[src/inc/psc_defines.vh]
`ifndef PSC_DEFINES_VH
`define PSC_DEFINES_VH

// Register indices; byte address is four times the index
`define PSC_IDX_LEGACY 8'h00
`define PSC_IDX_STATUS 8'h12
`define PSC_ADDR_LEGACY 8'h00
`define PSC_ADDR_STATUS 8'h48
`define PSC_ADDR_SUBCMD 8'h50
`define PSC_ADDR_CONFIG 8'h54
`define PSC_ADDR_INT_STAT 8'h58
`define PSC_ADDR_INT_CLR 8'h5C
`define PSC_ADDR_INT_EN 8'h60

// Status word fields
`define PSC_ST_ALERT 13
`define PSC_ST_FAULT 12
`define PSC_ST_SEC_HI 11
`define PSC_ST_SEC_LO 10
`define PSC_ST_SWITCH 8
`define PSC_ST_RESET 7
`define PSC_ST_EDIT 5
`define PSC_ST_PIN 4

// Security state codes
`define PSC_SEC_INIT 2'h0
`define PSC_SEC_UNLOCKED 2'h1
`define PSC_SEC_UNUSED 2'h2
`define PSC_SEC_LOCKED 2'h3

// Legacy readback signature
`define PSC_SIGNATURE 16'hFFA5

// Subcommand addresses
`define PSC_CMD_ENTER_EDIT 16'h0090
`define PSC_CMD_EXIT_EDIT 16'h0092
`define PSC_CMD_SWITCH_TOGGLE 16'h0022
`define PSC_CMD_LOCK 16'h0030
`define PSC_CMD_UNLOCK 16'h0031

// Config register layout and reset
`define PSC_CFG_SWITCH_BIT 16
`define PSC_CFG_RESET 17'h1FFFF

// Interrupt event bits
`define PSC_EV_ALERT 0
`define PSC_EV_FAULT 1
`define PSC_EV_EDIT 2
`define PSC_EV_REJECT 3

// AXI responses
`define PSC_RESP_OKAY 2'h0
`define PSC_RESP_SLVERR 2'h2

`endif

[src/verilog/psc_regs.v]
// The AXI4-Lite register port was chosen for this implementation.
`timescale 1ns/1ps
`default_nettype none
`include "psc_defines.vh"

module psc_regs (
  input wire aclk,
  input wire aresetn,
  input wire ce,
  input wire [7:0] awaddr,
  input wire awvalid,
  output reg awready,
  input wire [31:0] wdata,
  input wire [3:0] wstrb,
  input wire wvalid,
  output reg wready,
  output reg [1:0] bresp,
  output reg bvalid,
  input wire bready,
  input wire [7:0] araddr,
  input wire arvalid,
  output reg arready,
  output reg [31:0] rdata,
  output reg [1:0] rresp,
  output reg rvalid,
  input wire rready,
  input wire [7:0] alert_vec,
  input wire [7:0] fault_vec,
  output reg alert_pin_out,
  output reg alert_pin_oe,
  output reg autonomous_switch_flag,
  output reg config_edit_flag,
  output reg [1:0] security_state_field,
  output reg irq
);

  reg [7:0] aw_addr;
  reg aw_full;
  reg [31:0] w_data;
  reg [3:0] w_strb;
  reg w_full;
  reg [16:0] cfg;
  reg reset_flag;
  reg legacy_armed;
  reg [15:0] last_cmd;
  reg [15:0] cmd_code;
  reg cmd_pend;
  reg [3:0] int_stat;
  reg [3:0] int_en;
  reg alert_d;
  reg fault_d;

  wire [31:0] wmask;
  wire wr_go;
  wire rd_go;
  wire locked;
  wire alert_summary_flag;
  wire fault_summary_flag;
  wire wr_legacy;
  wire wr_subcmd;
  wire wr_cfg;
  wire wr_ok;
  wire cfg_allowed;
  wire restricted;
  wire [15:0] status_word;
  wire [3:0] events;

  genvar gi;
  generate
    for (gi = 0; gi < 4; gi = gi + 1) begin : g_lane
      assign wmask[gi*8 +: 8] = {8{w_strb[gi]}};
    end
  endgenerate

  assign wr_go = aw_full & w_full & ~bvalid;
  assign rd_go = arvalid & arready;
  assign locked = (security_state_field == `PSC_SEC_LOCKED);
  assign alert_summary_flag = |(alert_vec & cfg[7:0]);
  assign fault_summary_flag = |(fault_vec & cfg[15:8]);
  // Config writes need edit mode and an unlocked part
  assign cfg_allowed = config_edit_flag & ~locked;
  assign wr_legacy = wr_go & (aw_addr == `PSC_ADDR_LEGACY);
  assign wr_subcmd = wr_go & ((aw_addr == `PSC_ADDR_LEGACY) | (aw_addr == `PSC_ADDR_SUBCMD));
  assign wr_cfg = wr_go & (aw_addr == `PSC_ADDR_CONFIG) & cfg_allowed;
  assign wr_ok = (aw_addr == `PSC_ADDR_LEGACY) | (aw_addr == `PSC_ADDR_SUBCMD)
    | ((aw_addr == `PSC_ADDR_CONFIG) & cfg_allowed)
    | (aw_addr == `PSC_ADDR_INT_CLR) | (aw_addr == `PSC_ADDR_INT_EN);
  // Only unlock and lock stay usable while locked
  assign restricted = (cmd_code != `PSC_CMD_UNLOCK) & (cmd_code != `PSC_CMD_LOCK);

  // Reserved bits tied to zero; bits 3:0 belong to other blocks
  assign status_word = {2'b00, alert_summary_flag, fault_summary_flag, security_state_field, 1'b0,
    autonomous_switch_flag, reset_flag, 1'b0, config_edit_flag, alert_pin_oe, 4'h0};

  assign events[`PSC_EV_ALERT] = alert_summary_flag & ~alert_d;
  assign events[`PSC_EV_FAULT] = fault_summary_flag & ~fault_d;
  assign events[`PSC_EV_EDIT] = cmd_pend & (cmd_code == `PSC_CMD_ENTER_EDIT) & ~locked & ~config_edit_flag;
  assign events[`PSC_EV_REJECT] = cmd_pend & locked & restricted;

  // Write address and data channels, taken in either order
  always @(posedge aclk) begin
    if (!aresetn) begin
      aw_addr <= 8'h00;
      aw_full <= 1'b0;
      awready <= 1'b0;
      w_data <= 32'h0000_0000;
      w_strb <= 4'h0;
      w_full <= 1'b0;
      wready <= 1'b0;
      bvalid <= 1'b0;
      bresp <= `PSC_RESP_OKAY;
    end else if (ce) begin
      if (!aw_full && !bvalid) begin
        awready <= 1'b1;
      end
      if (!w_full && !bvalid) begin
        wready <= 1'b1;
      end
      if (awvalid && awready) begin
        aw_addr <= awaddr;
        aw_full <= 1'b1;
        awready <= 1'b0;
      end
      if (wvalid && wready) begin
        w_data <= wdata;
        w_strb <= wstrb;
        w_full <= 1'b1;
        wready <= 1'b0;
      end
      if (wr_go) begin
        aw_full <= 1'b0;
        w_full <= 1'b0;
        bvalid <= 1'b1;
        bresp <= wr_ok ? `PSC_RESP_OKAY : `PSC_RESP_SLVERR;
      end
      if (bvalid && bready) begin
        bvalid <= 1'b0;
      end
    end
  end

  // Read channel: one read in flight, answered the cycle after the address
  always @(posedge aclk) begin
    if (!aresetn) begin
      arready <= 1'b0;
      rvalid <= 1'b0;
      rdata <= 32'h0000_0000;
      rresp <= `PSC_RESP_OKAY;
    end else if (ce) begin
      if (!rvalid && !rd_go) begin
        arready <= 1'b1;
      end
      if (rd_go) begin
        arready <= 1'b0;
        rvalid <= 1'b1;
        rresp <= `PSC_RESP_OKAY;
        case (araddr)
          `PSC_ADDR_LEGACY: begin
            rdata <= {16'h0000, legacy_armed ? `PSC_SIGNATURE : last_cmd};
          end
          `PSC_ADDR_STATUS: begin
            rdata <= {16'h0000, status_word};
          end
          `PSC_ADDR_SUBCMD: begin
            rdata <= {16'h0000, last_cmd};
          end
          `PSC_ADDR_CONFIG: begin
            if (locked) begin
              rdata <= 32'h0000_0000;
              rresp <= `PSC_RESP_SLVERR;
            end else begin
              rdata <= {15'h0000, cfg};
            end
          end
          `PSC_ADDR_INT_STAT: begin
            rdata <= {28'h0000000, int_stat};
          end
          `PSC_ADDR_INT_EN: begin
            rdata <= {28'h0000000, int_en};
          end
          default: begin
            rdata <= 32'h0000_0000;
            rresp <= `PSC_RESP_SLVERR;
          end
        endcase
      end
      if (rvalid && rready) begin
        rvalid <= 1'b0;
      end
    end
  end

  // Signature is armed by a legacy write and spent by the next access of any kind
  always @(posedge aclk) begin
    if (!aresetn) begin
      legacy_armed <= 1'b0;
    end else if (ce) begin
      if (wr_legacy) begin
        legacy_armed <= 1'b1;
      end else if (wr_go || rd_go) begin
        legacy_armed <= 1'b0;
      end
    end
  end

  // Subcommand intake and processing, one cycle after the write
  always @(posedge aclk) begin
    if (!aresetn) begin
      last_cmd <= 16'h0000;
      cmd_code <= 16'h0000;
      cmd_pend <= 1'b0;
      cfg <= `PSC_CFG_RESET;
      security_state_field <= `PSC_SEC_INIT;
      config_edit_flag <= 1'b0;
      autonomous_switch_flag <= 1'b0;
      reset_flag <= 1'b1;
    end else if (ce) begin
      if (security_state_field == `PSC_SEC_INIT) begin
        security_state_field <= `PSC_SEC_UNLOCKED;
      end
      if (wr_cfg) begin
        cfg <= (cfg & ~wmask[16:0]) | (w_data[16:0] & wmask[16:0]);
      end
      cmd_pend <= 1'b0;
      if (cmd_pend && !(locked && restricted)) begin
        case (cmd_code)
          `PSC_CMD_ENTER_EDIT: begin
            config_edit_flag <= 1'b1;
          end
          `PSC_CMD_EXIT_EDIT: begin
            if (config_edit_flag) begin
              config_edit_flag <= 1'b0;
              autonomous_switch_flag <= cfg[`PSC_CFG_SWITCH_BIT];
              reset_flag <= 1'b0;
            end
          end
          `PSC_CMD_SWITCH_TOGGLE: begin
            autonomous_switch_flag <= ~autonomous_switch_flag;
          end
          `PSC_CMD_LOCK: begin
            security_state_field <= `PSC_SEC_LOCKED;
          end
          `PSC_CMD_UNLOCK: begin
            security_state_field <= `PSC_SEC_UNLOCKED;
          end
          default: begin
            cmd_pend <= 1'b0;
          end
        endcase
      end
      if (wr_subcmd) begin
        last_cmd <= w_data[15:0] & wmask[15:0];
        cmd_code <= w_data[15:0] & wmask[15:0];
        cmd_pend <= 1'b1;
      end
    end
  end

  // Alert pin, interrupt bookkeeping
  always @(posedge aclk) begin
    if (!aresetn) begin
      alert_pin_out <= 1'b0;
      alert_pin_oe <= 1'b0;
      alert_d <= 1'b0;
      fault_d <= 1'b0;
      int_stat <= 4'h0;
      int_en <= 4'h0;
      irq <= 1'b0;
    end else if (ce) begin
      // Open drain: only ever drives low
      alert_pin_out <= 1'b0;
      alert_pin_oe <= alert_summary_flag | fault_summary_flag;
      alert_d <= alert_summary_flag;
      fault_d <= fault_summary_flag;
      if (wr_go && aw_addr == `PSC_ADDR_INT_EN) begin
        int_en <= w_data[3:0] & wmask[3:0];
      end
      // New events win over a clear in the same cycle
      if (wr_go && aw_addr == `PSC_ADDR_INT_CLR) begin
        int_stat <= (int_stat & ~(w_data[3:0] & wmask[3:0])) | events;
      end else begin
        int_stat <= int_stat | events;
      end
      irq <= |(int_stat & int_en);
    end
  end

endmodule

`default_nettype wire

[config.mk]
export PLATFORM = sky130hd
export DESIGN_NAME = psc_regs
export DESIGN_NICKNAME = d
export VERILOG_FILES = /design/src/verilog/psc_regs.v
export VERILOG_INCLUDE_DIRS = /design/src /design/src/inc
export SDC_FILE = /design/constraint.sdc
export NUM_CORES = 1
export LEC_CHECK = 0
export ABC_AREA = 1
export BUFFER_PORTS_ARGS = -buffer_cell sky130_fd_sc_hd__buf_2
export CORE_MARGIN = 1
export CORE_UTILIZATION = 30
export CTS_CLUSTER_DIAMETER = 60
export DETAILED_ROUTE_END_ITERATION = 8
export PLACE_DENSITY = 0.61
export SLEW_MARGIN = 20
export SYNTH_ARGS = -nofsm -noshare
export SYNTH_HDL_FRONTEND = slang
export SYNTH_SLANG_ARGS = --single-unit
[constraint.sdc]
create_clock -name aclk -period 1.2 [get_ports aclk]
set_input_delay 0.12 -clock aclk [delete_from_list [all_inputs] [get_ports aclk]]
set_output_delay 0.12 -clock aclk [all_outputs]
set_load 0.01 [all_outputs]
==> results of run 1 <==
## logic make-up (layout without fill, tap and decap cells)
| family | Yosys count | in the layout | share of synthesized area |
|---|---|---|---|
| AND/OR/NAND/NOR | 344 | 344 | 0.307 |
| AO/OA/AOI/OAI | 168 | 168 | 0.169 |
| buffers and inverters | 128 | 300 | 0.116 |
| flip-flops | 106 | 106 | 0.407 |
| other | 1 | 18 | 0.000720 |
## worst max-delay path: stages (launching register included)
cell and delay (ps):
dfxtp_2 330, nor2_4 120, nand4_1 100, nand3b_4 180, nor2_4 150, buf_12 140
buf_8 120, nand3_1 70, nand3_1 90
## per-layer routing
metal | up-vias | global-route usage | share of wire
li1 | 2772 | - | -
met1 | 2413 | 0.263 | 0.50
met2 | 163 | 0.271 | 0.43
met3 | 11 | 0.0299 | 0.062
met4 | 0 | 0.0619 | 0.012
met5 | - | 0 | 0
## worst max path at each step
stage / start / end / slack, ps / cells past startpoint
CTS: aw_addr[1] / register / -150 / 8
detailed placement: aw_addr[0] / register / -220 / 7
finish: aw_addr[0] / register / -180 / 8
global route: aw_addr[7] / register / -260 / 9
floorplan: aw_addr[6] / register / -70 / 10
global placement: aw_addr[0] / register / -210 / 7
## per-stage QoR
stage	instance area (µm²)	TNS [ps]
floorplan	5310	-1070
global placement	6520	-6450
detailed placement	6520	-7460
CTS	7240	-4660
global route	7550	-10130
finish	7550	-5670
## cells in the final DEF, fill, tap and decap left out, drive strengths merged, types with 2 or more instances in the layout
cell type | netlist | routed
clkbuf | 17 | 12
dfxtp | 106 | 106
clkinv | 0 | 3
nand3b | 7 | 7
conb | 1 | 18
clkinvlp | 0 | 2
a21oi | 88 | 88
nor2 | 67 | 67
nand2 | 184 | 184
o21bai | 3 | 3
or2 | 2 | 2
o21ai | 74 | 74
buf | 32 | 205
nor3 | 3 | 3
nand3 | 73 | 73
inv | 79 | 78
nand4 | 8 | 8
## area by class of cell
cell class                      instances  area (µm²)  area share
Sequential cell                       106        2160       0.286
Multi-Input combinational cell        530        2970       0.393
Tap cell                              220         275      0.0364
Inverter                               79         308      0.0407
Clock buffer                           12         256      0.0340
Clock inverter                          4        26.3     0.00348
Timing Repair Buffer                  205        1560       0.206
## report_power, final
part | internal (µW) | leakage, µW | total, µW | switching (µW)
Clock | 1520 | 0.000139 | 2840 | 1320
Sequential | 3600 | 0.000865 | 3670 | 65.6
Combinational | 334 | 0.00248 | 756 | 422
Total | 5450 | 0.00348 | 7260 | 1810
## timing repair
| action | 4_1_cts | 5_1_grt |
|---|---|---|
| pin swaps | 36 | 59 |
| resized for setup | 78 | 95 |
| endpoints found under the setup margin | 62 | 68 |
| gates cloned | 3 | 0 |
| setup buffers | 15 | 10 |
==> flow_metrics.py, run 1 <==
metrics = {
    "cts": {
        "root_buffer": "clkbuf_16",
        "cts.htree.levels": 3,
        "clk_pin_slew_ps": 70,
        "cts_sinks": 106,
        "cts_buffer_depth": 2,
        "cts_buffers": 9,
        "tritoncts": "built",
        "clock_latency_ps": 350,
        "hold_buffers": 0,
    },
    "placed_design": {
        "post-place-ws_ps": -223,
        "gp_congestion": 0.816,
        "port_buffers": 89,
        "hpwl_mm": 11.5,
        "post-place-cells": 1118,
    },
    "logic_synthesis": {
        "synth_edf_count": 0,
        "netlist_area_um2": 5210,
        "yosysTopAreaCellShare": 0.407,
        "synth_ff_type": "dfxtp_1",
        "synth.distinct_cells": 30,
        "avgSynthCellArea_um2": 6.97,
        "synth_area_leader_cell": "dfxtp_1",
        "yosys_warnings": 0,
        "ys_seq_area_frac": 0.407,
        "ys_ff_latch": 106,
        "syn_inst": 747,
        "async_flop_share": 0,
        "synth.most_common_cell": "nand2_1",
        "synth_common_cells": "179 x nand2_1, 106 x dfxtp_1, 82 x a21oi_1, 75 x inv_1, 71 x nand3_1",
        "synthTopCellsByArea": "dfxtp_1 41%, nand2_1 13%, a21oi_1 7.9%",
    },
    "power_and_ir_drop": {
        "p_leak_uw": 0.00348,
        "power_uw": 7260,
        "peakVddDrop_mv": 0.736,
        "p_per_area_nw_per_um2": 961,
    },
    "timing": {
        "setup_viol": 53,
        "rsz0062_at_grt": "yes",
        "whs_ps": 38.2,
        "finalCriticalPeriod_ps": 1380,
        "fmax_ghz": 0.724,
        "fin_ws_ps": -181,
        "slew_violations": 0,
        "finalCritPeriodShare": 1.15,
        "finalClockSkew_ps": 6.88,
        "hold_viol_final": 0,
    },
    "global_route": {
        "antenna_found_initial": 0,
        "grt_pass1_wl_mm": 25.6,
        "track_usage": 0.182,
        "grt_pass1_vias": 4997,
        "grt_max_degree": 44,
        "overflow": 0,
    },
    "routing": {
        "wl_per_cell_um": 13.6,
        "wirelength_mm": 15.8,
        "detail_route.iter0.violations": 285,
        "drc": 0,
        "routed-via-count": 5359,
        "firstDrtPassIters": 5,
        "vias_per_cell": 4.64,
        "final_antenna_net_count": 0,
    },
    "worst_hold_path": {
        "hold_class": "in -> reg",
        "min_from": "wdata[16]",
        "hold_depth": 3,
        "timing.hold.worst_endpoint": "w_data[16]",
    },
    "die": {
        "die_height_um": 134,
        "core_um2": 16800,
        "rows": 47,
        "io_pins": 124,
        "initial_core_util": 0.311,
        "fp.dieW_um": 134,
        "die_area_um2": 17900,
    },
    "finish": {
        "nets": 1007,
        "drive_above_1_share": 0.412,
        "diodes": 0,
        "area_growth_pct": 45.0,
        "instances_no_fill": 1156,
        "utilization": 0.451,
        "fillers": 1693,
    },
    "setup_path": {
        "critPathRequiredTime_ps": 1500,
        "reg2reg_depth": 8,
        "crit_type": "reg -> reg",
        "endpoint_kind": "register",
        "arrival_ps": 1680,
        "crit_path_max_fanout": 9,
        "start_kind": "register",
        "r2r_start": "aw_addr[0]",
        "r2r_setup_slack_ps": -180,
    },
    "status": {
        "violations": "setup timing",
        "status": "finished, violations left",
    },
    "flow_run": {
        "maxCapViolCount": 0,
    },
}
Note: power is estimated with default switching activity, not from simulation.
==> run 2, diff against run 1 <==
- TNS_END_PERCENT: default -> 1
==> run 2 against run 1 <==
The flow still finishes with violations (setup timing). Design area shrank 5.6%. Sequential power about the same. Sequential share of layout area up 1.4 points. Hold slack worse by 5.8 ps. Core utilization shrank 2.5 points. Clock skew up 3.3 ps. Register-to-register slack barely moved. Maximum frequency shrank 0.44%. First-iteration DRC count is 37% higher. Final cell count fell by 1.0%. Sequential cell count is the same. Die area did not move. Critical path type unchanged. Largest cell class unchanged. Highest routed layer unchanged.
==> flow_metrics.py, run 2 (synthesis gave the netlist of run 1 again) <==
metrics = {
    "status": {
        "status": "finished, violations left",
        "violations": "setup timing",
    },
    "worst_hold_path": {
        "min_from": "bready",
        "hold_class": "in -> reg",
        "timing.hold.worst_endpoint": "bvalid",
        "hold_depth": 4,
    },
    "cts": {
        "hold_buffers": 0,
        "clock_latency_ps": 360,
        "root_buffer": "clkbuf_16",
        "clk_pin_slew_ps": 70,
        "cts_sinks": 106,
        "cts_buffer_depth": 2,
        "cts.htree.levels": 3,
        "tritoncts": "built",
        "cts_buffers": 9,
    },
    "die": {
        "io_pins": 124,
        "rows": 47,
        "core_um2": 16800,
        "die_height_um": 134,
        "fp.dieW_um": 134,
        "die_area_um2": 17900,
        "initial_core_util": 0.311,
    },
    "timing": {
        "fin_ws_ps": -187,
        "finalClockSkew_ps": 10.2,
        "finalCriticalPeriod_ps": 1390,
        "slew_violations": 0,
        "hold_viol_final": 0,
        "rsz0062_at_grt": "yes",
        "setup_viol": 42,
        "finalCritPeriodShare": 1.16,
        "tns_ps": -3920,
        "fmax_ghz": 0.721,
    },
    "placed_design": {
        "port_buffers": 89,
        "postPlaceCellArea_um2": 6600,
        "gp_congestion": 0.856,
        "post-place-ws_ps": -172,
        "hpwl_mm": 11.6,
    },
    "routing": {
        "detail_route.iter0.violations": 391,
        "routed-via-count": 5234,
        "drc": 0,
        "final_antenna_net_count": 0,
        "wl_per_cell_um": 13.3,
        "vias_per_cell": 4.58,
        "firstDrtPassIters": 5,
        "wirelength_mm": 15.3,
    },
    "global_route": {
        "overflow": 0,
        "grt_pass1_vias": 4906,
        "grt_max_degree": 42,
        "antenna_found_initial": 0,
        "track_usage": 0.175,
        "grt_pass1_wl_mm": 24.7,
    },
    "setup_path": {
        "crit_path_max_fanout": 6,
        "crit_type": "reg -> reg",
        "start_kind": "register",
        "r2r_setup_slack_ps": -190,
        "r2r_start": "security_state_field[1]",
        "crit_start": "security_state_field[1]",
        "arrival_ps": 1690,
        "endpoint_kind": "register",
        "reg2reg_depth": 8,
        "critPathRequiredTime_ps": 1500,
    },
    "finish": {
        "fin_area_um2": 7130,
        "utilization": 0.426,
        "drive_above_1_share": 0.329,
        "area_growth_pct": 36.9,
        "final_common_cell": "nand2_1",
        "final_cell_mix": "169 x nand2_1, 91 x dfxtp_1, 89 x buf_2, 89 x buf_4, 76 x a21oi_1",
        "diodes": 0,
        "nets": 995,
    },
    "power_and_ir_drop": {
        "p_per_area_nw_per_um2": 1030,
        "peakVddDrop_mv": 0.670,
        "p_leak_uw": 0.00334,
    },
    "flow_run": {
        "maxCapViolCount": 0,
    },
}
run 2: changes by cell type in the layout (fill, tap and decap cells not counted), sizes merged:
cell / delta
clkinv: -1
buf: -13
clkbuf: -1
inv: +2
bufbuf: +1
run 2: repair_timing:
item / 4_1_cts / 5_1_grt
setup endpoints to repair: 53 / 66
cloned: 1 / 0
pin swaps: 11 / 13
buffers inserted: 1 / 1
gates resized for setup: 26 / 44
run 2: critical path: stages, from the launching register on:
cell	delay (ps)
dfxtp_2	340
nand2_4	100
nand4_1	110
nand3b_4	180
nor2_4	160
buf_12	160
buf_4	120
nand3_1	70
nand3_2	80
run 2: worst max-delay path by stage:
stage               endpoint  slack [ps]  cells after the start
global placement    register        -150                      8
global route        register        -250                     10
detailed placement  register        -170                     10
floorplan           register         -70                     10
CTS                 register        -180                      8
finish              register        -190                      8
run 2: report_power, final:
group,switching [µW],total (µW),internal [µW]
sequential,61.7,3660,3600
clock,1420,2970,1560
combinational,397,693,296
run 2: layout make-up:
cell class / instances / area (µm²)
well taps: 220 / 275
clock buffers: 11 / 253
inverters: 79 / 308
fillers: 1754 / 9630
clock inverters: 5 / 45.0
multi-input cells: 530 / 2720
flip-flops and latches: 106 / 2140
repair buffers: 193 / 1390
run 2: through the flow:
step / cells / power (µW) / hold WS, ps
global route: 1144 / 7600 / 40.6
CTS: 1143 / 7380 / 25.5
finish: 1144 / 7330 / 32.4
detailed placement: 1125 / 4410 / 405
floorplan: 764 / 4120 / 294
global placement: 1125 / 4400 / 399
run 2: metal layers:
layer / global-route usage / part of all wire / wire, µm / vias up
met4: 0.0612 / 0.017 / 265 / 0
met5: 0 / 0 / 0 / -
met2: 0.255 / 0.41 / 6280 / 166
li1: - / - / - / 2740
met3: 0.0276 / 0.057 / 867 / 18
met1: 0.258 / 0.51 / 7840 / 2310
==> run 3, diff against run 2 <==
- CORE_MARGIN: 1 -> 3
==> run 3 against run 2 <==
The run still ends with setup timing left. Worst setup slack worse by 9.1 ps. Design area down 0.14%. Critical path depth unchanged. Total power up 0.75%. Final cell count down 0.35%. Largest cell class unchanged.
==> flow_metrics.py, run 3 (synthesis gave the netlist of run 1 again) <==
metrics = {
    "power_and_ir_drop": {
        "internal-power_uw": 5560,
        "netSwitchingPower_uw": 1820,
        "p_per_area_nw_per_um2": 1040,
        "peakVddDrop_mv": 0.738,
        "clkPwrFrac": 0.412,
        "p_comb_frac": 0.092,
        "swShare": 0.246,
        "p_leak_uw": 0.00332,
        "seqPwrFrac": 0.496,
    },
    "finish": {
        "instances_no_fill": 1140,
        "drive_above_1_share": 0.325,
        "final_common_cell": "nand2_1",
        "nets": 991,
        "utilization": 0.423,
        "final_cell_mix": "167 x nand2_1, 94 x dfxtp_1, 89 x buf_2, 83 x buf_4, 75 x a21oi_1",
        "area_growth_pct": 36.7,
        "diodes": 0,
    },
    "routing": {
        "wirelength_mm": 15.1,
        "drc": 0,
        "detail_route.iter0.violations": 330,
        "vias_per_cell": 4.59,
        "firstDrtPassIters": 5,
        "routed-via-count": 5231,
        "final_antenna_net_count": 0,
        "wl_per_cell_um": 13.3,
    },
    "global_route": {
        "grt_pass1_wl_mm": 23.9,
        "overflow": 0,
        "track_usage": 0.161,
        "grt_max_degree": 50,
        "grt_pass1_vias": 4746,
        "antenna_found_initial": 0,
    },
    "timing": {
        "finalClockSkew_ps": 6.96,
        "fin_ws_ps": -196,
        "slew_violations": 0,
        "hold_viol_final": 0,
        "rsz0062_at_grt": "yes",
        "whs_ps": 32.0,
        "fmax_ghz": 0.716,
        "finalCritPeriodShare": 1.16,
        "setup_viol": 40,
        "finalCriticalPeriod_ps": 1400,
    },
    "placed_design": {
        "gp_congestion": 0.911,
        "hpwl_mm": 11.5,
        "post-place-ws_ps": -188,
        "port_buffers": 89,
        "post-place-cells": 1122,
    },
    "die": {
        "io_pins": 124,
        "fp.dieW_um": 138,
        "die_height_um": 138,
        "rows": 47,
        "die_area_um2": 19000,
        "initial_core_util": 0.310,
        "core_um2": 16800,
    },
    "setup_path": {
        "crit_start": "security_state_field[1]",
        "crit_family": "simple AND/OR/NAND/NOR gates",
        "critPathRequiredTime_ps": 1440,
        "start_kind": "register",
        "crit_path_max_incr_delay_ps": 330,
        "crit_path_top_delay_cell": "dfxtp_2",
        "critPathBufInv": 1,
        "endpoint_kind": "register",
        "cp_cell_sequence": "nand2_4, nand4_1, nand3b_4, nor2_4, buf_12, nand2_8, nand2_1, nand3_2",
        "crit_path_max_fanout": 8,
        "crit_type": "reg -> reg",
        "r2r_start": "security_state_field[1]",
        "arrival_ps": 1640,
    },
    "flow_run": {
        "maxCapViolCount": 0,
    },
    "worst_hold_path": {
        "min_from": "aresetn",
        "hold_class": "in -> reg",
    },
    "cts": {
        "cts_buffers": 9,
        "root_buffer": "clkbuf_16",
        "cts_sinks": 106,
        "cts.htree.levels": 3,
        "cts_buffer_depth": 2,
        "clk_pin_slew_ps": 70,
        "clock_latency_ps": 360,
        "tritoncts": "built",
    },
    "status": {
        "violations": "setup timing",
        "status": "finished, violations left",
    },
}
[run 3: per-layer routing]
| metal | vias to the layer above | wire length, µm | GRT usage |
|---|---|---|---|
| met4 | 0 | 219 | 0.0560 |
| met3 | 14 | 1070 | 0.0248 |
| met5 | - | 0 | 0 |
| met1 | 2327 | 7660 | 0.243 |
| met2 | 159 | 6170 | 0.230 |
| li1 | 2731 | - | - |
[run 3: final timing paths]
check,endpoint,slack [ps],cells after the start
max,register,-200,8
min,register,30,2
max reg2reg,register,-200,8
min reg2reg,w_data[16],460,2
[run 3: final cells by class]
class                   instances  area [µm²]
fillers                      1784        9700
multi-input cells             530        2740
flip-flops and latches        106        2140
repair buffers                189        1360
inverters                      79         308
well taps                     220         275
clock buffers                  10         239
clock inverters                 6        66.3
[run 3: through the flow]
step	cell area, µm²	power [µW]	setup TNS, ps
2_1_floorplan	5300	4120	-1150
3_3_place_gp	6560	4390	-5500
3_5_place_dp	6560	4390	-6180
4_1_cts	6990	7430	-4420
5_1_grt	7120	7680	-8850
6_report	7120	7380	-4040
[run 3: worst reg2reg max path, cell delays in order (launching register included)]
cell and delay, ps:
dfxtp_2 330, nand2_4 100, nand4_1 100, nand3b_4 180, nor2_4 160, buf_12 160
nand2_8 90, nand2_1 90, nand3_2 70
[run 3: timing repair]
action / in CTS / in global routing
endpoints found under the setup margin: 53 / 66
resized for setup: 31 / 42
setup buffers: 1 / 0
pin swaps: 10 / 9
hold buffers: 0 / 0
gates cloned: 1 / 0
[run 3: power by group through the flow]
stage / logic [µW] / registers (µW) / clock network [µW]
6_report: 680 / 3660 / 3040
5_1_grt: 767 / 3670 / 3240
4_1_cts: 667 / 3660 / 3110
3_5_place_dp: 656 / 3740 / 0
3_3_place_gp: 650 / 3740 / 0
2_1_floorplan: 382 / 3740 / 0
